==> src/rtl/psm_pkg.sv <==
// Constants and carrier types for the pin state controller.
// Assumes one synchronous clock domain; mode inputs come from the power controller.
package psm_pkg;

	// ---------------------------------------------------------------
	// Sizes and reset values
	// ---------------------------------------------------------------
	localparam int   PSM_NPINS      = 8;
	localparam logic PSM_RST_OE     = 1'b0;
	localparam logic PSM_RST_IE     = 1'b0;
	localparam logic PSM_RST_OUT    = 1'b0;
	localparam logic PSM_CLAMP_VAL  = 1'b0;

	// ---------------------------------------------------------------
	// Operating states
	// ---------------------------------------------------------------
	typedef enum logic [2:0] {
		PSM_INIT_HELD = 3'h0,
		PSM_INIT_REL  = 3'h1,
		PSM_RUN       = 3'h3,
		PSM_SLEEP     = 3'h2,
		PSM_STOP_KEEP = 3'h6,
		PSM_STOP_FLT  = 3'h7
	} psm_state_t;

	// Per-pin buffer control bundle
	typedef struct packed {
		logic out;
		logic oe;
		logic ie;
	} psm_pin_t;

	// Mode request bundle from the power controller
	typedef struct packed {
		logic sleep;
		logic stop;
		logic stop_float_select;
	} psm_mode_t;

endpackage

==> src/rtl/psm_ctrl.sv <==
// Pin state controller: sets pad buffer controls from the CPU operating state.
// Assumes synchronous inputs; init_b is the external reset pin level.
//
// Function
// RQ1 - Stop with float select: float, clamp input zero
// RQ2 - Maintained output keeps value at mode entry
// RQ3 - Peripheral owner keeps driving, else port latch
// RQ4 - Retained pin keeps its prior direction
// RQ5 - Reset held: float outputs, inputs off, NMI on
// RQ6 - After reset release: float, inputs enabled
// RQ7 - Sleep and plain stop retain prior state
// RQ8 - NMI and interrupt pins stay input enabled
// RQ9 - Register pin state on mode entry
`timescale 1ns/1ns
module psm_ctrl #(
	parameter int                  NPINS    = psm_pkg::PSM_NPINS,
	parameter logic [NPINS-1:0]    WAKE_MSK = '0,
	parameter logic [NPINS-1:0]    NMI_MSK  = '0
) (
	input  wire logic                     clk,
	input  wire logic                     rst_b,
	input  wire logic                     init_b,
	input  wire psm_pkg::psm_mode_t       mode,
	input  wire logic [NPINS-1:0]         periph_own,
	input  wire logic [NPINS-1:0]         periph_out,
	input  wire logic [NPINS-1:0]         periph_oe,
	input  wire logic [NPINS-1:0]         port_out,
	input  wire logic [NPINS-1:0]         port_dir,
	input  wire logic [NPINS-1:0]         pad_in,
	output      psm_pkg::psm_pin_t [NPINS-1:0] pin_ctl,
	output      logic [NPINS-1:0]         core_in,
	output      psm_pkg::psm_state_t      state
);
	import psm_pkg::*;

	psm_state_t state_q;
	psm_state_t state_d;

	// ---------------------------------------------------------------
	// Decode helpers
	// ---------------------------------------------------------------
	// Low-power state chosen from run by a request
	function automatic psm_state_t psm_entry_state(input psm_mode_t m);
		psm_state_t s;
		if (m.stop) begin
			s = m.stop_float_select ? PSM_STOP_FLT : PSM_STOP_KEEP;
		end else if (m.sleep) begin
			s = PSM_SLEEP;
		end else begin
			s = PSM_RUN;
		end
		return s;
	endfunction

	// Request still holds the given low-power state
	function automatic logic psm_still_req(input psm_state_t s, input psm_mode_t m);
		logic r;
		case (s)
			PSM_SLEEP: begin
				r = m.sleep || m.stop;
			end
			PSM_STOP_KEEP, PSM_STOP_FLT: begin
				r = m.stop;
			end
			default: begin
				r = 1'b0;
			end
		endcase
		return r;
	endfunction

	// Sleep or either stop state
	function automatic logic psm_is_low_power(input psm_state_t s);
		logic r;
		case (s)
			PSM_SLEEP, PSM_STOP_KEEP, PSM_STOP_FLT: begin
				r = 1'b1;
			end
			default: begin
				r = 1'b0;
			end
		endcase
		return r;
	endfunction

	// Live control: owning peripheral first, else port latch
	function automatic psm_pin_t psm_live_ctl(
		input logic own,
		input logic per_out,
		input logic per_oe,
		input logic lat_out,
		input logic lat_dir
	);
		psm_pin_t c;
		c.out = own ? per_out : lat_out;
		c.oe  = own ? per_oe : lat_dir;
		c.ie  = 1'b1;
		return c;
	endfunction

	// ---------------------------------------------------------------
	// Operating state sequencing
	// ---------------------------------------------------------------
	always_comb begin
		state_d = PSM_INIT_HELD;
		case (state_q)
			PSM_INIT_HELD: begin
				state_d = init_b ? PSM_INIT_REL : PSM_INIT_HELD;
			end
			PSM_INIT_REL: begin
				state_d = PSM_RUN;
			end
			PSM_RUN: begin
				state_d = psm_entry_state(mode);
			end
			PSM_SLEEP, PSM_STOP_KEEP, PSM_STOP_FLT: begin
				// Float select is only looked at on entry
				state_d = psm_still_req(state_q, mode) ? state_q : PSM_RUN;
			end
			default: begin
				state_d = PSM_INIT_HELD;
			end
		endcase
		// External reset pin wins from any state
		if (!init_b) begin
			state_d = PSM_INIT_HELD;
		end
	end

	always_ff @(posedge clk) begin
		if (!rst_b) begin
			state_q <= PSM_INIT_HELD;
		end else begin
			state_q <= state_d;
		end
	end

	// ---------------------------------------------------------------
	// Shared decode for all pins
	// ---------------------------------------------------------------
	// Pin controls are registered against the next state
	wire in_run     = (state_q == PSM_RUN);
	wire going_low  = psm_is_low_power(state_d);
	wire capture    = in_run && going_low; // see RQ9
	wire live_sel   = (state_d == PSM_RUN);
	wire float_cl   = (state_d == PSM_STOP_FLT); // see RQ1
	wire reset_held = (state_d == PSM_INIT_HELD);
	wire reset_rel  = (state_d == PSM_INIT_REL);

	assign state = state_q;

	// ---------------------------------------------------------------
	// Per-pin cells
	// ---------------------------------------------------------------
	genvar i;
	generate
		for (i = 0; i < NPINS; i++) begin : g_pin
			psm_pin_t live;
			assign live = psm_live_ctl( // see RQ3
				periph_own[i],
				periph_out[i],
				periph_oe[i],
				port_out[i],
				port_dir[i]
			);
			psm_pin_cell u_cell (
				.clk        (clk),
				.rst_b      (rst_b),
				.capture    (capture),
				.live_sel   (live_sel),
				.float_cl   (float_cl),
				.wake_pin   (WAKE_MSK[i]),
				.nmi_pin    (NMI_MSK[i]),
				.reset_held (reset_held),
				.reset_rel  (reset_rel),
				.live       (live),
				.pad_in     (pad_in[i]),
				.ctl_q      (pin_ctl[i]),
				.core_in_q  (core_in[i])
			);
		end
	endgenerate
endmodule

==> src/rtl/psm_pin_cell.sv <==
// One pin's buffer control: live path in run, frozen path in sleep and plain stop, float and clamp in float stop for pins that are neither wake nor NMI.
// Assumes the controller supplies a one-cycle capture strobe at mode entry.
`timescale 1ns/1ns
module psm_pin_cell (
	input  wire logic                clk,
	input  wire logic                rst_b,
	input  wire logic                capture,
	input  wire logic                live_sel,
	input  wire logic                float_cl,
	input  wire logic                wake_pin,
	input  wire logic                nmi_pin,
	input  wire logic                reset_held,
	input  wire logic                reset_rel,
	input  wire psm_pkg::psm_pin_t   live,
	input  wire logic                pad_in,
	output      psm_pkg::psm_pin_t   ctl_q,
	output      logic                core_in_q
);
	import psm_pkg::*;

	psm_pin_t held_q;
	psm_pin_t ctl_d;
	psm_pin_t kept;
	logic     core_in_d;
	wire      ie_on = ctl_d.ie;

	// ---------------------------------------------------------------
	// Frozen state at mode entry
	// ---------------------------------------------------------------
	always_ff @(posedge clk) begin
		if (!rst_b) begin
			held_q <= '{out: PSM_RST_OUT, oe: PSM_RST_OE, ie: PSM_RST_IE};
		end else if (capture) begin
			held_q <= live; // see RQ9
		end
	end

	// ---------------------------------------------------------------
	// Buffer control selection
	// ---------------------------------------------------------------
	// Entry edge shows live values, held_q loads on that same edge
	assign kept = capture ? live : held_q; // see RQ9

	always_comb begin
		if (reset_held) begin
			ctl_d = '{out: PSM_RST_OUT, oe: 1'b0, ie: nmi_pin}; // see RQ5
		end else if (reset_rel) begin
			ctl_d = '{out: PSM_RST_OUT, oe: 1'b0, ie: 1'b1}; // see RQ6
		end else if (live_sel) begin
			ctl_d = live;
		end else if (float_cl && !wake_pin && !nmi_pin) begin
			ctl_d = '{out: PSM_RST_OUT, oe: 1'b0, ie: 1'b0}; // see RQ1
		end else if (wake_pin || nmi_pin) begin
			ctl_d = '{out: kept.out, oe: kept.oe, ie: 1'b1}; // see RQ8
		end else begin
			ctl_d = kept; // see RQ2 see RQ4 see RQ7
		end
	end

	assign core_in_d = ie_on ? pad_in : PSM_CLAMP_VAL; // see RQ1

	always_ff @(posedge clk) begin
		if (!rst_b) begin
			ctl_q     <= '{out: PSM_RST_OUT, oe: PSM_RST_OE, ie: nmi_pin}; // see RQ5
			core_in_q <= PSM_CLAMP_VAL;
		end else begin
			ctl_q     <= ctl_d;
			core_in_q <= core_in_d;
		end
	end
endmodule

==> config.mk <==
export PLATFORM = sky130hd
export DESIGN_NAME = psm_ctrl
export DESIGN_NICKNAME = d
export VERILOG_FILES = /design/src/rtl/psm_pkg.sv /design/src/rtl/psm_ctrl.sv /design/src/rtl/psm_pin_cell.sv
export SDC_FILE = /design/constraint.sdc
export NUM_CORES = 1
export LEC_CHECK = 0
export BUFFER_PORTS_ARGS = -buffer_cell sky130_fd_sc_hd__buf_2
export CORE_UTILIZATION = 50
export CTS_CLUSTER_SIZE = 16
export DETAILED_ROUTE_END_ITERATION = 7
export PLACE_DENSITY = 0.91
export SLEW_MARGIN = 20
export SYNTH_ARGS = -nofsm -noshare
export SYNTH_HDL_FRONTEND = slang
export SYNTH_SLANG_ARGS = --single-unit
==> constraint.sdc <==
create_clock -name clk -period 2.5 [get_ports clk]
set_input_delay 0.125 -clock clk [delete_from_list [all_inputs] [get_ports clk]]
set_output_delay 0.125 -clock clk [all_outputs]
set_load 0.05 [all_outputs]
# Yosys cells after proc, flatten, opt, wreduce, memory -nomap -nowiden
# Cells that the tools add are included.
# classes
magnitude_cmp	0
shifts	0
bitwise	1
n_eq_ne	10
add_sub_neg	0
div	0
n_reduce_logical	16
muxes	65
n_mul	0
# op_table
op	n
two-way mux 3 bit	27
two-way mux 1 bit	36
AND reduction 2 bit	8
== test 3 x 2 -> 1 bit (second input constant)	4
== test 3 bit (second input constant)	4
one-hot mux 3 bit (4 select lines)	1
OR reduction 3 bit	3
== test 3 x 1 -> 1 bit (second input constant)	2
logical NOT 3 bit	2
one-hot mux 1 bit (2 select lines)	1
OR reduction 2 bit	1
logical AND 1 bit	1
logical OR 1 bit	1
NOT 1 bit	1
# totals
latchBits	0
memories	0
input_bits	54
ram_bits	0
wordCells	149
mem_bits_ro	0
register_bits	59
out_inout_bits	35

# Longest topological paths before layout
# Gate-level depths: netlist of the first run.
# logic_depth
ltp_word	17
depth_mapped	7
ltp_nobuf	6

# By module
# A second synthesis of the first run with hierarchy kept.
# hier_totals
hier_cells	324
hier_area_um2	2906.5
# modules_own_cells
mod	area_per_inst_um2	seq_area_each_um2	cells_per_inst	instances
psm_pin_cell	316.6	140.1	35	8
psm_ctrl	374.1	60.1	44	1

# Worst setup path after synthesis of the first run
# Ideal clock, no wire load.
# synth_path
path_type	register -> register
from	register state_q[1], in the netlist state[1]
to	register g_pin[3].u_cell.ctl_q[1] in the netlist's numbering
synth_period_minus_slack_ns	1.923
path_stages_with_launch	7
slack_ns	0.577
required_ns	2.360
arrival_time_ns	1.783
setup_ns	0.140
n_path_buf	1
path_cell_list	dfxtp_1 buf_2 nor2b_1 o221ai_1 or2_1 a21oi_1 o32ai_1
# synth_between
elab_chain_cells	14
elab_cells_between_ends	26
cone_classes	10 x eq/ne; 9 x mux; 7 x reduce/logical
# synth_lines
item	line	text
start: declaration	psm_ctrl.sv:36	psm_state_t state_q;
start signal: assignment	psm_ctrl.sv:134	state_q <= state_d;
== test 3 bit	psm_ctrl.sv:58, psm_ctrl.sv:106	
OR reduction 2 bit	psm_ctrl.sv:58	case (s)
one-hot mux 1 bit (2 select lines)	psm_ctrl.sv:58	
two-way mux 1 bit	psm_ctrl.sv:106	case (state_q)
two-way mux 3 bit	psm_ctrl.sv:118	state_d = psm_still_req(state_q, mode) ? state_q : PSM_RUN;
one-hot mux 3 bit (4 select lines)	psm_ctrl.sv:106	
two-way mux 3 bit	psm_ctrl.sv:125	if (!init_b) begin
== test 3 bit, or another cell as far along	psm_ctrl.sv:75, psm_ctrl.sv:146	
OR reduction 3 bit	psm_ctrl.sv:75	case (s)
two-way mux 1 bit	psm_ctrl.sv:75	
logical AND 1 bit	psm_ctrl.sv:144	wire capture = in_run && going_low;
two-way mux 3 bit	-	
two-way mux 3 bit	psm_pin_cell.sv:51	end else if (float_cl && !wake_pin && !nmi_pin) begin
two-way mux 3 bit	psm_pin_cell.sv:49	end else if (live_sel) begin
end signal: assignment	psm_pin_cell.sv:64	ctl_q <= '{out: PSM_RST_OUT, oe: PSM_RST_OE, ie: nmi_pin};
end signal: assignment	psm_pin_cell.sv:67	ctl_q <= ctl_d;
end: declaration	psm_pin_cell.sv:16	output psm_pkg::psm_pin_t ctl_q,
# Parallel ways exist; a longest one is shown, timed or not. The select of a mux whose other input is x is not followed.
# A chain may end at the register's enable or synchronous reset.

# Worst setup path after layout of the first run
# layout_path
from	register state_q[1], in the netlist state[1]
to	register g_pin[0].u_cell.ctl_q[1] in the netlist's numbering
# layout_between
elab_chain_cells	14
elab_cells_between_ends	26
cone_classes	10 x eq/ne; 9 x mux; 7 x reduce/logical
# layout_lines
item	line	text
== test 3 bit	psm_ctrl.sv:58, psm_ctrl.sv:106	
OR reduction 2 bit	psm_ctrl.sv:58	
one-hot mux 1 bit (2 select lines)	psm_ctrl.sv:58	
two-way mux 1 bit	psm_ctrl.sv:106	
two-way mux 3 bit	psm_ctrl.sv:118	
one-hot mux 3 bit (4 select lines)	psm_ctrl.sv:106	
two-way mux 3 bit	psm_ctrl.sv:125	
== test 3 bit, or another cell as far along	psm_ctrl.sv:75, psm_ctrl.sv:146	
OR reduction 3 bit	psm_ctrl.sv:75	
two-way mux 1 bit	psm_ctrl.sv:75	
logical AND 1 bit	psm_ctrl.sv:144	
two-way mux 3 bit	psm_pin_cell.sv:42	assign kept = capture ? live : held_q;
two-way mux 3 bit	psm_pin_cell.sv:51	
two-way mux 3 bit	psm_pin_cell.sv:49	
end signal: assignment	psm_pin_cell.sv:64	
end signal: assignment	psm_pin_cell.sv:67	
end: declaration	psm_pin_cell.sv:16	
# Parallel ways exist; a longest one is shown, timed or not. The select of a mux whose other input is x is not followed.

==> results.yml, run 1 <==
status:
  run_status: "finished, final reports clean"
timing:
  worst-slew-pin-transition_ps: 764
  layout_worst_path_cycle_share_pct: 78.9
  final-max-slew-violation-count: 0
  setup_tns_ps: 0
  timing.max_slew.rel_slack_pct: 49.0
  finalCriticalPeriod_ps: 1970
  setup_viol_count_final: 0
  finClkSkew_ps: 2.82
  timing_hold_violations_final: 0
  fmaxAchievable_mhz: 507
  rsz_0062_raised_after_global_routing: "false"
clocking:
  cts_resized: 0
  max_root_sink_buffers: 2
  cts_tree: "done"
  cts_made_buffers: 9
  clock_transition_at_the_register_clock_pins_on_the_worst_setup_and_hold_paths_after_cts_ps: 60
  cts_num_sinks: 59
  clock_tree.root_cell: "clkbuf_8"
  cts_post_setup_buffers_inserted: 0
  ctsHoldBuffers: 0
  clock_tree.htree_level_count: 3
  worst_skew_pair.late_latency_ps: 330
place:
  port_buffers: 88
  routability_driven_placement_congestion_ratio: 0.906
  dp_hpwl_um: 3470
global_routing:
  antenna_found_initial: 0
  globalRouteOverflowTotal: 0
  grt_max_degree: 30
  groute.usage.overall_pct: 21.4
  via_count_of_the_first_global_routing_pass: 1936
  grt_pass1_wl_um: 8090
routing:
  routed_wire_length_per_instance_um: 13.0
  number_of_drc_violations_after_detailed_routing: 0
  initialDrtViolationCount: 110
  detail_route.first_pass.iterations: 4
  vias_per_cell: 5.06
  drt-total-wl_um: 4820
  maxUsedRoutingLayer: "met4"
  detailroute.wirelength.met3_um: 299
  route.layer.met1.wl_um: 2050
  dr_wl_met2_um: 2370
  antenna_left: 0
  total_via_count_in_the_routed_design: 1881
finish:
  mostFrequentLayoutCells: "88 x buf_2, 59 x dfxtp_1, 54 x nor2_1"
  share_of_final_layout_standard_cells_stronger_than_drive_strength_1_pct: 39.7
  finalNetCount: 369
  seqCellArea_um2: 1180
  area_growth_syn_to_layout_pct: 24.7
  antenna-diode-count: 0
  layout_fillers: 370
  layout_commonest_cell: "buf_2"
  multiInputGateArea_um2: 1000
logic_synthesis:
  synth.avg_cell_area_um2: 10.0
  postSynthRegisterBits: 59
  seq_area_frac_synth_pct: 50.8
  syn_inst: 232
  syn-num-nets: 286
  synth.lib_cells_used.distinct: 29
  synthesis.yosys.warnings: 0
  synth.cell_area_um2: 2330
worst_hold_path:
  hold_path.class: "input pin to flip-flop"
  min_path_cells: 2
flow_run:
  cap_violations: 0
floorplanning:
  die_area_um2: 4930
  design.core.area_um2: 4410
  die-width_um: 70.2
  num_io_pins: 89
  initial_core_util_pct: 52.7
  die_height_um: 70.2
  fp-row-count: 24
setup_path:
  timing.critical_path.to: "g_pin[0].u_cell.ctl_q[1]"
  critPathRequiredTime_ps: 2700
  worst-endpoint-arrival_ps: 2170
  timing.critical_path.to_type: "flip-flop"
  crit_path_start: "state[1]"
  critical_path.reg2reg.startpoint: "state[1]"
  crit_path_start_kind: "flip-flop"
  regToRegSetupSlack_ps: 530
  critPathKind: "flip-flop to flip-flop"
  worst_r2r_path_depth: 6
  rr_endpoint: "g_pin[0].u_cell.ctl_q[1]"
  worst-path-max-fanout: 14
power:
  vdd_ir_drop_max_mv: 0.432
  finalPower_mw: 1.92
  p_leak_nw: 1.31
  power.density_nw_per_um2: 662
-- state kept, by name (all words and copies together) (netlist names) --
register	count
g_pin.u_cell.ctl_q	24
g_pin.u_cell.held_q	24
g_pin.u_cell.core_in_q	8
state	3
-- per-layer routing --
layer | global-route usage, % | vias to the layer above
met1 | 22.5 | 851
met5 | 0 | -
met2 | 38.7 | 66
met4 | 11.8 | 0
li1 | - | 955
met3 | 5.63 | 9
-- cell usage after synthesis --
library cell	instances	area, um^2
nor2_2	5	31.3
buf_6	1	11.3
a211oi_1	4	30.0
nand2_1	4	15.0
nor2_1	54	203
a21o_1	1	7.51
nor3b_2	2	25.0
nor3b_1	7	52.6
nand2b_1	5	31.3
mux2i_1	16	160
inv_1	1	3.75
o21a_1	9	67.6
a2bb2oi_1	12	105
nand4_1	1	6.26
o21ai_0	2	10.0
buf_12	1	20.0
or2_1	2	12.5
nor2b_1	3	18.8
dfxtp_1	59	1180
o211ai_2	1	12.5
buf_2	7	35.0
nand4b_1	1	8.76
a21oi_1	4	20.0
mux2_2	12	135
o221ai_1	1	8.76
o32ai_1	4	35.0
clkbuf_1	3	11.3
buf_4	8	60.1
inv_2	2	7.51
-- how the worst min path moves through the flow --
stage	startpoint	to
after CTS	pad_in[7]	g_pin[7].u_cell.core_in_q
final	pad_in[7]	g_pin[7].u_cell.core_in_q
after detailed placement	pad_in[7]	g_pin[7].u_cell.core_in_q
after floorplan	mode[1]	state[2]
after global placement	pad_in[0]	g_pin[0].u_cell.core_in_q
after global routing	pad_in[7]	g_pin[7].u_cell.core_in_q
-- area by class of cell --
cell class / instances / share of cell area [%]
sequential: 59 / 40.7
multi-input combinational: 150 / 34.5
tap: 52 / 2.24
inverter: 3 / 0.388
timing repair buffer: 92 / 16.2
clock buffer: 14 / 5.61
clock inverter: 2 / 0.345
-- per-stage QoR --
step	area (um^2)	setup slack (ps)	std cells	util, %	hold slack (ps)
after floorplan	2330	577	232	-	259
after global placement	2730	646	356	61.8	364
after detailed placement	2730	529	356	61.8	374
after CTS	2900	519	372	65.7	23.5
after global routing	2900	266	372	65.7	26.9
final	2900	528	372	65.7	34.9
-- power by group --
part           switching (mW)  leakage (nW)  internal, mW
Combinational           0.122         0.738        0.0857
Clock                   0.341        0.0905         0.411
Sequential            0.00632         0.478         0.955
-- cells by family (layout without fill, tap and decap cells) --
kind of cell	after synthesis	count (layout)	synth area share, %
simple gates	84	84	17.4
flops	59	59	50.8
compound gates	38	38	12.7
mux	28	28	12.7
buf+inv	23	111	6.40
-- worst max-delay path, cell delays in order (launching register included) --
cell       delay [ps]
dfxtp_1           530
nor2b_1           240
o221ai_1          160
nor2_1            370
buf_4             280
a2bb2oi_1         200
nor2_1             50
Note: power is estimated with default switching activity, not from simulation.
==> run 2, diff against run 1 <==
--- a/config.mk
+++ b/config.mk
@@ -6,10 +6,10 @@
 export NUM_CORES = 1
 export LEC_CHECK = 0
 export BUFFER_PORTS_ARGS = -buffer_cell sky130_fd_sc_hd__buf_2
-export CORE_UTILIZATION = 50
+export CORE_UTILIZATION = 43
 export CTS_CLUSTER_SIZE = 16
 export DETAILED_ROUTE_END_ITERATION = 7
-export PLACE_DENSITY = 0.91
+export PLACE_DENSITY = 0.84
 export SLEW_MARGIN = 20
 export SYNTH_ARGS = -nofsm -noshare
 export SYNTH_HDL_FRONTEND = slang
==> constraint.sdc (replaced) <==
create_clock -name clk -period 1.6 [get_ports clk]
set_input_delay 0.08 -clock clk [delete_from_list [all_inputs] [get_ports clk]]
set_output_delay 0.08 -clock clk [all_outputs]
set_load 0.05 [all_outputs]
==> results.yml, run 2 (same netlist as run 1, synthesis figures left out) <==
clocking:
  worst_skew_pair.late_latency_ps: 320
  clock_tree.root_cell: "clkbuf_8"
  clock_tree.htree_level_count: 3
  max_root_sink_buffers: 2
  cts_made_buffers: 9
  clock_transition_at_the_register_clock_pins_on_the_worst_setup_and_hold_paths_after_cts_ps: 60
  cts_tree: "done"
  cts_num_sinks: 59
setup_path:
  timing.critical_path.cells: "nand4b_1, nor2_4, clkbuf_16, mux2i_4, a2bb2oi_2, nor2_1"
  crit_path_start_kind: "flip-flop"
  rr_endpoint: "g_pin[0].u_cell.ctl_q[2]"
  worst-path-max-fanout: 6
  critPathKind: "flip-flop to flip-flop"
  worst_path_max_delay_cell: "dfxtp_4"
  worst-endpoint-arrival_ps: 1840
  worst_path_largest_cell_delay_ps: 340
  timing.critical_path.to_type: "flip-flop"
  regToRegSetupSlack_ps: -40
  worst_r2r_path_depth: 6
  critical_path.reg2reg.startpoint: "state[2]"
  critPathRequiredTime_ps: 1800
timing:
  fmaxAchievable_mhz: 610
  setup_viol_count_final: 9
  finClkSkew_ps: 11.0
  rsz_0062_raised_after_global_routing: "true"
  worst-slew-pin-transition_ps: 556
  worst_slack_ps: -39.8
  holdWs_ps: 20.4
  finalCriticalPeriod_ps: 1640
  final-max-slew-violation-count: 0
  setup_tns_ps: -180
  timing_hold_violations_final: 0
  timing.max_slew.rel_slack_pct: 62.5
  layout_worst_path_cycle_share_pct: 102
finish:
  antenna-diode-count: 0
  reg.largest.list: "g_pin.u_cell.ctl_q (24), g_pin.u_cell.held_q (24), g_pin.u_cell.core_in_q (8)"
  layout_commonest_cell: "buf_2"
  layout_fillers: 408
  multiInputGateArea_um2: 1250
  area_growth_syn_to_layout_pct: 44.2
  finalNetCount: 384
  mostFrequentLayoutCells: "88 x buf_2, 56 x dfxtp_1, 54 x nor2_1"
  finalInstanceArea_um2: 3350
  share_of_final_layout_standard_cells_stronger_than_drive_strength_1_pct: 50.9
  post_layout_nonfiller_instances: 404
  seqCellArea_um2: 1190
  final_core_util_pct: 64.8
worst_hold_path:
  min_path_cells: 2
  whs_endpoint: "g_pin[2].u_cell.core_in_q"
  holdCritStartpoint: "pad_in[2]"
  hold_path.class: "input pin to flip-flop"
routing:
  detail_route.first_pass.iterations: 4
  antenna_left: 0
  total_via_count_in_the_routed_design: 2000
  drt-total-wl_um: 5710
  vias_per_cell: 4.95
  routed_wire_length_per_instance_um: 14.1
  initialDrtViolationCount: 52
  number_of_drc_violations_after_detailed_routing: 0
global_routing:
  groute.usage.overall_pct: 18.9
  grt_max_degree: 25
  via_count_of_the_first_global_routing_pass: 1810
  globalRouteOverflowTotal: 0
  antenna_found_initial: 0
  grt_pass1_wl_um: 7850
power:
  power.density_nw_per_um2: 899
  p_int_mw: 2.24
  total_switching_power_uw: 772
  vdd_ir_drop_max_mv: 0.653
  p_leak_nw: 1.43
  share_comb_of_total_power_pct: 13.0
  switching_share_pct: 25.6
  power_frac_seq_pct: 49.7
  finalPower_mw: 3.01
  clockPowerShare_pct: 37.3
floorplanning:
  die_area_um2: 5710
  initial_core_util_pct: 45.0
  die-width_um: 75.5
  die_height_um: 75.5
  fp-row-count: 26
  design.core.area_um2: 5170
  num_io_pins: 89
status:
  run_status: "complete, but fails checks"
  failed_checks: "setup timing"
place:
  port_buffers: 88
  routability_driven_placement_congestion_ratio: 0.802
  placed_cells_incl_taps: 378
  dp_hpwl_um: 3610
  detailed_place.area_um2: 2820
  preCtsSetupSlack_ps: -24.4
flow_run:
  cap_violations: 0
==> run 2: worst max-delay path, delay by kind of cell (launching register included) <==
family | cells | cell delay [ps]
and+or+nand+nor | 3 | 560
buffers and inverters | 1 | 230
DFF | 1 | 340
AOI/OAI and AO/OA | 1 | 140
muxes | 1 | 240
==> run 2: worst max path at each step <==
stage / from / end / slack, ps
2_1_floorplan: state[1] / g_pin[3].u_cell.ctl_q[1] / 6
3_3_place_gp: state[2] / g_pin[2].u_cell.core_in_q / 90
3_5_place_dp: state[1] / g_pin[7].u_cell.ctl_q[1] / -20
4_1_cts: state[2] / g_pin[7].u_cell.ctl_q[1] / 5
5_1_grt: state[2] / g_pin[0].u_cell.ctl_q[2] / -100
6_report: state[2] / g_pin[0].u_cell.ctl_q[2] / -40
==> run 2: layer usage <==
layer | share of wire [%] | GRT usage [%]
met1 | 39 | 20.0
met2 | 54 | 33.8
met3 | 4.4 | 6.61
met4 | 2.1 | 8.23
met5 | 0 | 0
==> run 2: repair_timing <==
item                                   CTS  global route
gates cloned                             1             1
endpoints found under the hold margin    1             3
setup endpoints to repair                5            19
buffers inserted                         0             5
pin swaps                                1             2
hold buffers                             1             3
gates resized for setup                  4            37
==> run 2: layout make-up <==
type,instances,area share (%)
Clock buffer,12,4.33
Tap cell,70,2.61
Timing Repair Buffer,107,19.6
Sequential cell,59,35.6
Clock inverter,3,0.448
Inverter,3,0.336
Multi-Input combinational cell,150,37.2
==> run 2: power by group through the flow <==
stage	registers (mW)	clock network, mW	logic [mW]
floorplan	1.57	0	0.170
global placement	1.53	0	0.326
detailed placement	1.53	0	0.335
CTS	1.50	1.13	0.341
global route	1.50	1.22	0.420
finish	1.50	1.13	0.391
==> run 3, diff against run 2 <==
--- a/config.mk
+++ b/config.mk
@@ -5,11 +5,13 @@
 export SDC_FILE = /design/constraint.sdc
 export NUM_CORES = 1
 export LEC_CHECK = 0
+export ABC_CLOCK_PERIOD_IN_PS = 1600
 export BUFFER_PORTS_ARGS = -buffer_cell sky130_fd_sc_hd__buf_2
 export CORE_UTILIZATION = 43
 export CTS_CLUSTER_SIZE = 16
 export DETAILED_ROUTE_END_ITERATION = 7
-export PLACE_DENSITY = 0.84
+export GPL_ROUTABILITY_DRIVEN = 0
+export PLACE_DENSITY = 0.77
 export SLEW_MARGIN = 20
 export SYNTH_ARGS = -nofsm -noshare
 export SYNTH_HDL_FRONTEND = slang
==> results.yml, run 3 (same netlist as run 1, synthesis figures left out) <==
floorplanning:
  design.core.area_um2: 5170
  num_io_pins: 89
  die_height_um: 75.5
  initial_core_util_pct: 45.0
  fp-row-count: 26
  die_area_um2: 5710
  die-width_um: 75.5
setup_path:
  worst_r2r_path_depth: 8
  timing.critical_path.to_type: "flip-flop"
  critPathKind: "flip-flop to flip-flop"
  worst_path_max_delay_cell: "dfxtp_4"
  critPathRequiredTime_ps: 1830
  worst-path-max-fanout: 5
  crit_path_start: "state[2]"
  timing.critical_path.to: "g_pin[0].u_cell.ctl_q[2]"
  critical_path.reg2reg.startpoint: "state[2]"
  worst-endpoint-arrival_ps: 2000
  rr_endpoint: "g_pin[0].u_cell.ctl_q[2]"
  timing.critical_path.cells: "buf_6, nand4b_1, nor2_4, buf_12, clkbuf_16, mux2i_1, a2bb2oi_1, nor2_1"
  worst_path_largest_cell_delay_ps: 350
  crit_path_start_kind: "flip-flop"
  regToRegSetupSlack_ps: -160
routing:
  initialDrtViolationCount: 50
  detail_route.first_pass.iterations: 4
  routed_wire_length_per_instance_um: 15.0
  total_via_count_in_the_routed_design: 2082
  vias_per_cell: 4.90
  drt-total-wl_um: 6380
  number_of_drc_violations_after_detailed_routing: 0
  antenna_left: 0
worst_hold_path:
  hold_path.class: "input pin to flip-flop"
timing:
  final-max-slew-violation-count: 0
  layout_worst_path_cycle_share_pct: 110
  timing.max_slew.rel_slack_pct: 78.6
  worst_slack_ps: -163
  worst-slew-pin-transition_ps: 320
  fmaxAchievable_mhz: 567
  rsz_0062_raised_after_global_routing: "true"
  finalCriticalPeriod_ps: 1760
  setup_viol_count_final: 20
  timing_hold_violations_final: 0
  setup_tns_ps: -1610
  finClkSkew_ps: 10.7
global_routing:
  via_count_of_the_first_global_routing_pass: 1841
  globalRouteOverflowTotal: 0
  antenna_found_initial: 0
  groute.usage.overall_pct: 19.9
  grt_max_degree: 25
  grt_pass1_wl_um: 8090
place:
  placed_cells_incl_taps: 383
  preCtsSetupSlack_ps: -299
  dp_hpwl_um: 3440
  port_buffers: 88
  detailed_place.area_um2: 2870
finish:
  layout_fillers: 373
  reg.largest.list: "g_pin.u_cell.ctl_q (24), g_pin.u_cell.held_q (24), g_pin.u_cell.core_in_q (8)"
  layout_commonest_cell: "buf_2"
  final_core_util_pct: 72.0
  finalNetCount: 404
  mostFrequentLayoutCells: "88 x buf_2, 56 x dfxtp_1, 49 x nor2_1"
  antenna-diode-count: 0
  finalInstanceArea_um2: 3720
  post_layout_nonfiller_instances: 425
  share_of_final_layout_standard_cells_stronger_than_drive_strength_1_pct: 55.8
  area_growth_syn_to_layout_pct: 60.1
clocking:
  cts_num_sinks: 59
  worst_skew_pair.late_latency_ps: 340
  cts_made_buffers: 9
  clock_tree.root_cell: "clkbuf_8"
  clock_transition_at_the_register_clock_pins_on_the_worst_setup_and_hold_paths_after_cts_ps: 70
  clock_tree.htree_level_count: 3
  cts_tree: "done"
  max_root_sink_buffers: 2
flow_run:
  cap_violations: 0
status:
  failed_checks: "setup timing"
  run_status: "complete, but fails checks"
power:
  vdd_ir_drop_max_mv: 0.710
  p_leak_nw: 1.60
  power.density_nw_per_um2: 906
## run 3: worst min-delay path by stage
stage / slack, ps / depth (start not counted) / end / start
after floorplan: 200 / 2 / state[2] / mode[1]
after global placement: 320 / 2 / g_pin[7].u_cell.core_in_q / pad_in[7]
after detailed placement: 330 / 2 / g_pin[0].u_cell.core_in_q / pad_in[0]
after CTS: 40 / 3 / state[2] / rst_b
after global routing: 60 / 3 / state[2] / rst_b
final: 50 / 3 / state[2] / rst_b
## run 3: worst max-delay path: cells and delay by family (launching register included)
family | cells | cell delay (ps)
AND/OR/NAND/NOR | 3 | 460
buffers and inverters | 3 | 420
flip-flops | 1 | 350
multiplexers | 1 | 280
AO/OA/AOI/OAI | 1 | 180
## run 3: per-layer routing
| metal | GRT usage [%] | wire [um] | share of wire [%] |
|---|---|---|---|
| met1 | 21.2 | 2570 | 40 |
| met2 | 34.4 | 3370 | 53 |
| met3 | 3.97 | 248 | 3.9 |
| met4 | 15.6 | 196 | 3.1 |
| met5 | 0 | 0 | 0 |
## run 3: through the flow
stage                     power, mW  hold slack, ps
final                          3.37            48.3
after global routing           3.50            56.6
after CTS                      3.32            36.3
after detailed placement       1.87             328
after global placement         1.86             317
after floorplan                1.74             205
## run 3: cell type report
cell class	instances	area, um^2	share of cell area (%)
inverters	3	13.8	0.369
clock inverters	5	76.3	2.05
multi-input cells	150	1320	35.5
repair buffers	127	900	24.2
clock buffers	11	131	3.53
well taps	70	87.6	2.35
flip-flops and latches	59	1190	32.0
## run 3: where the power goes
group	switching (mW)	internal, mW	total (mW)
logic	0.248	0.200	0.449
registers	0.00714	1.49	1.49
clock network	0.558	0.873	1.43
## run 3: repair_timing
| action | in CTS | in global routing |
|---|---|---|
| gates cloned | 1 | 4 |
| pin swaps | 2 | 26 |
| resized for setup | 14 | 53 |
| endpoints found under the hold margin | 8 | 0 |
| hold buffers | 8 | 0 |
| buffers inserted | 7 | 9 |
| setup endpoints to repair | 16 | 29 |
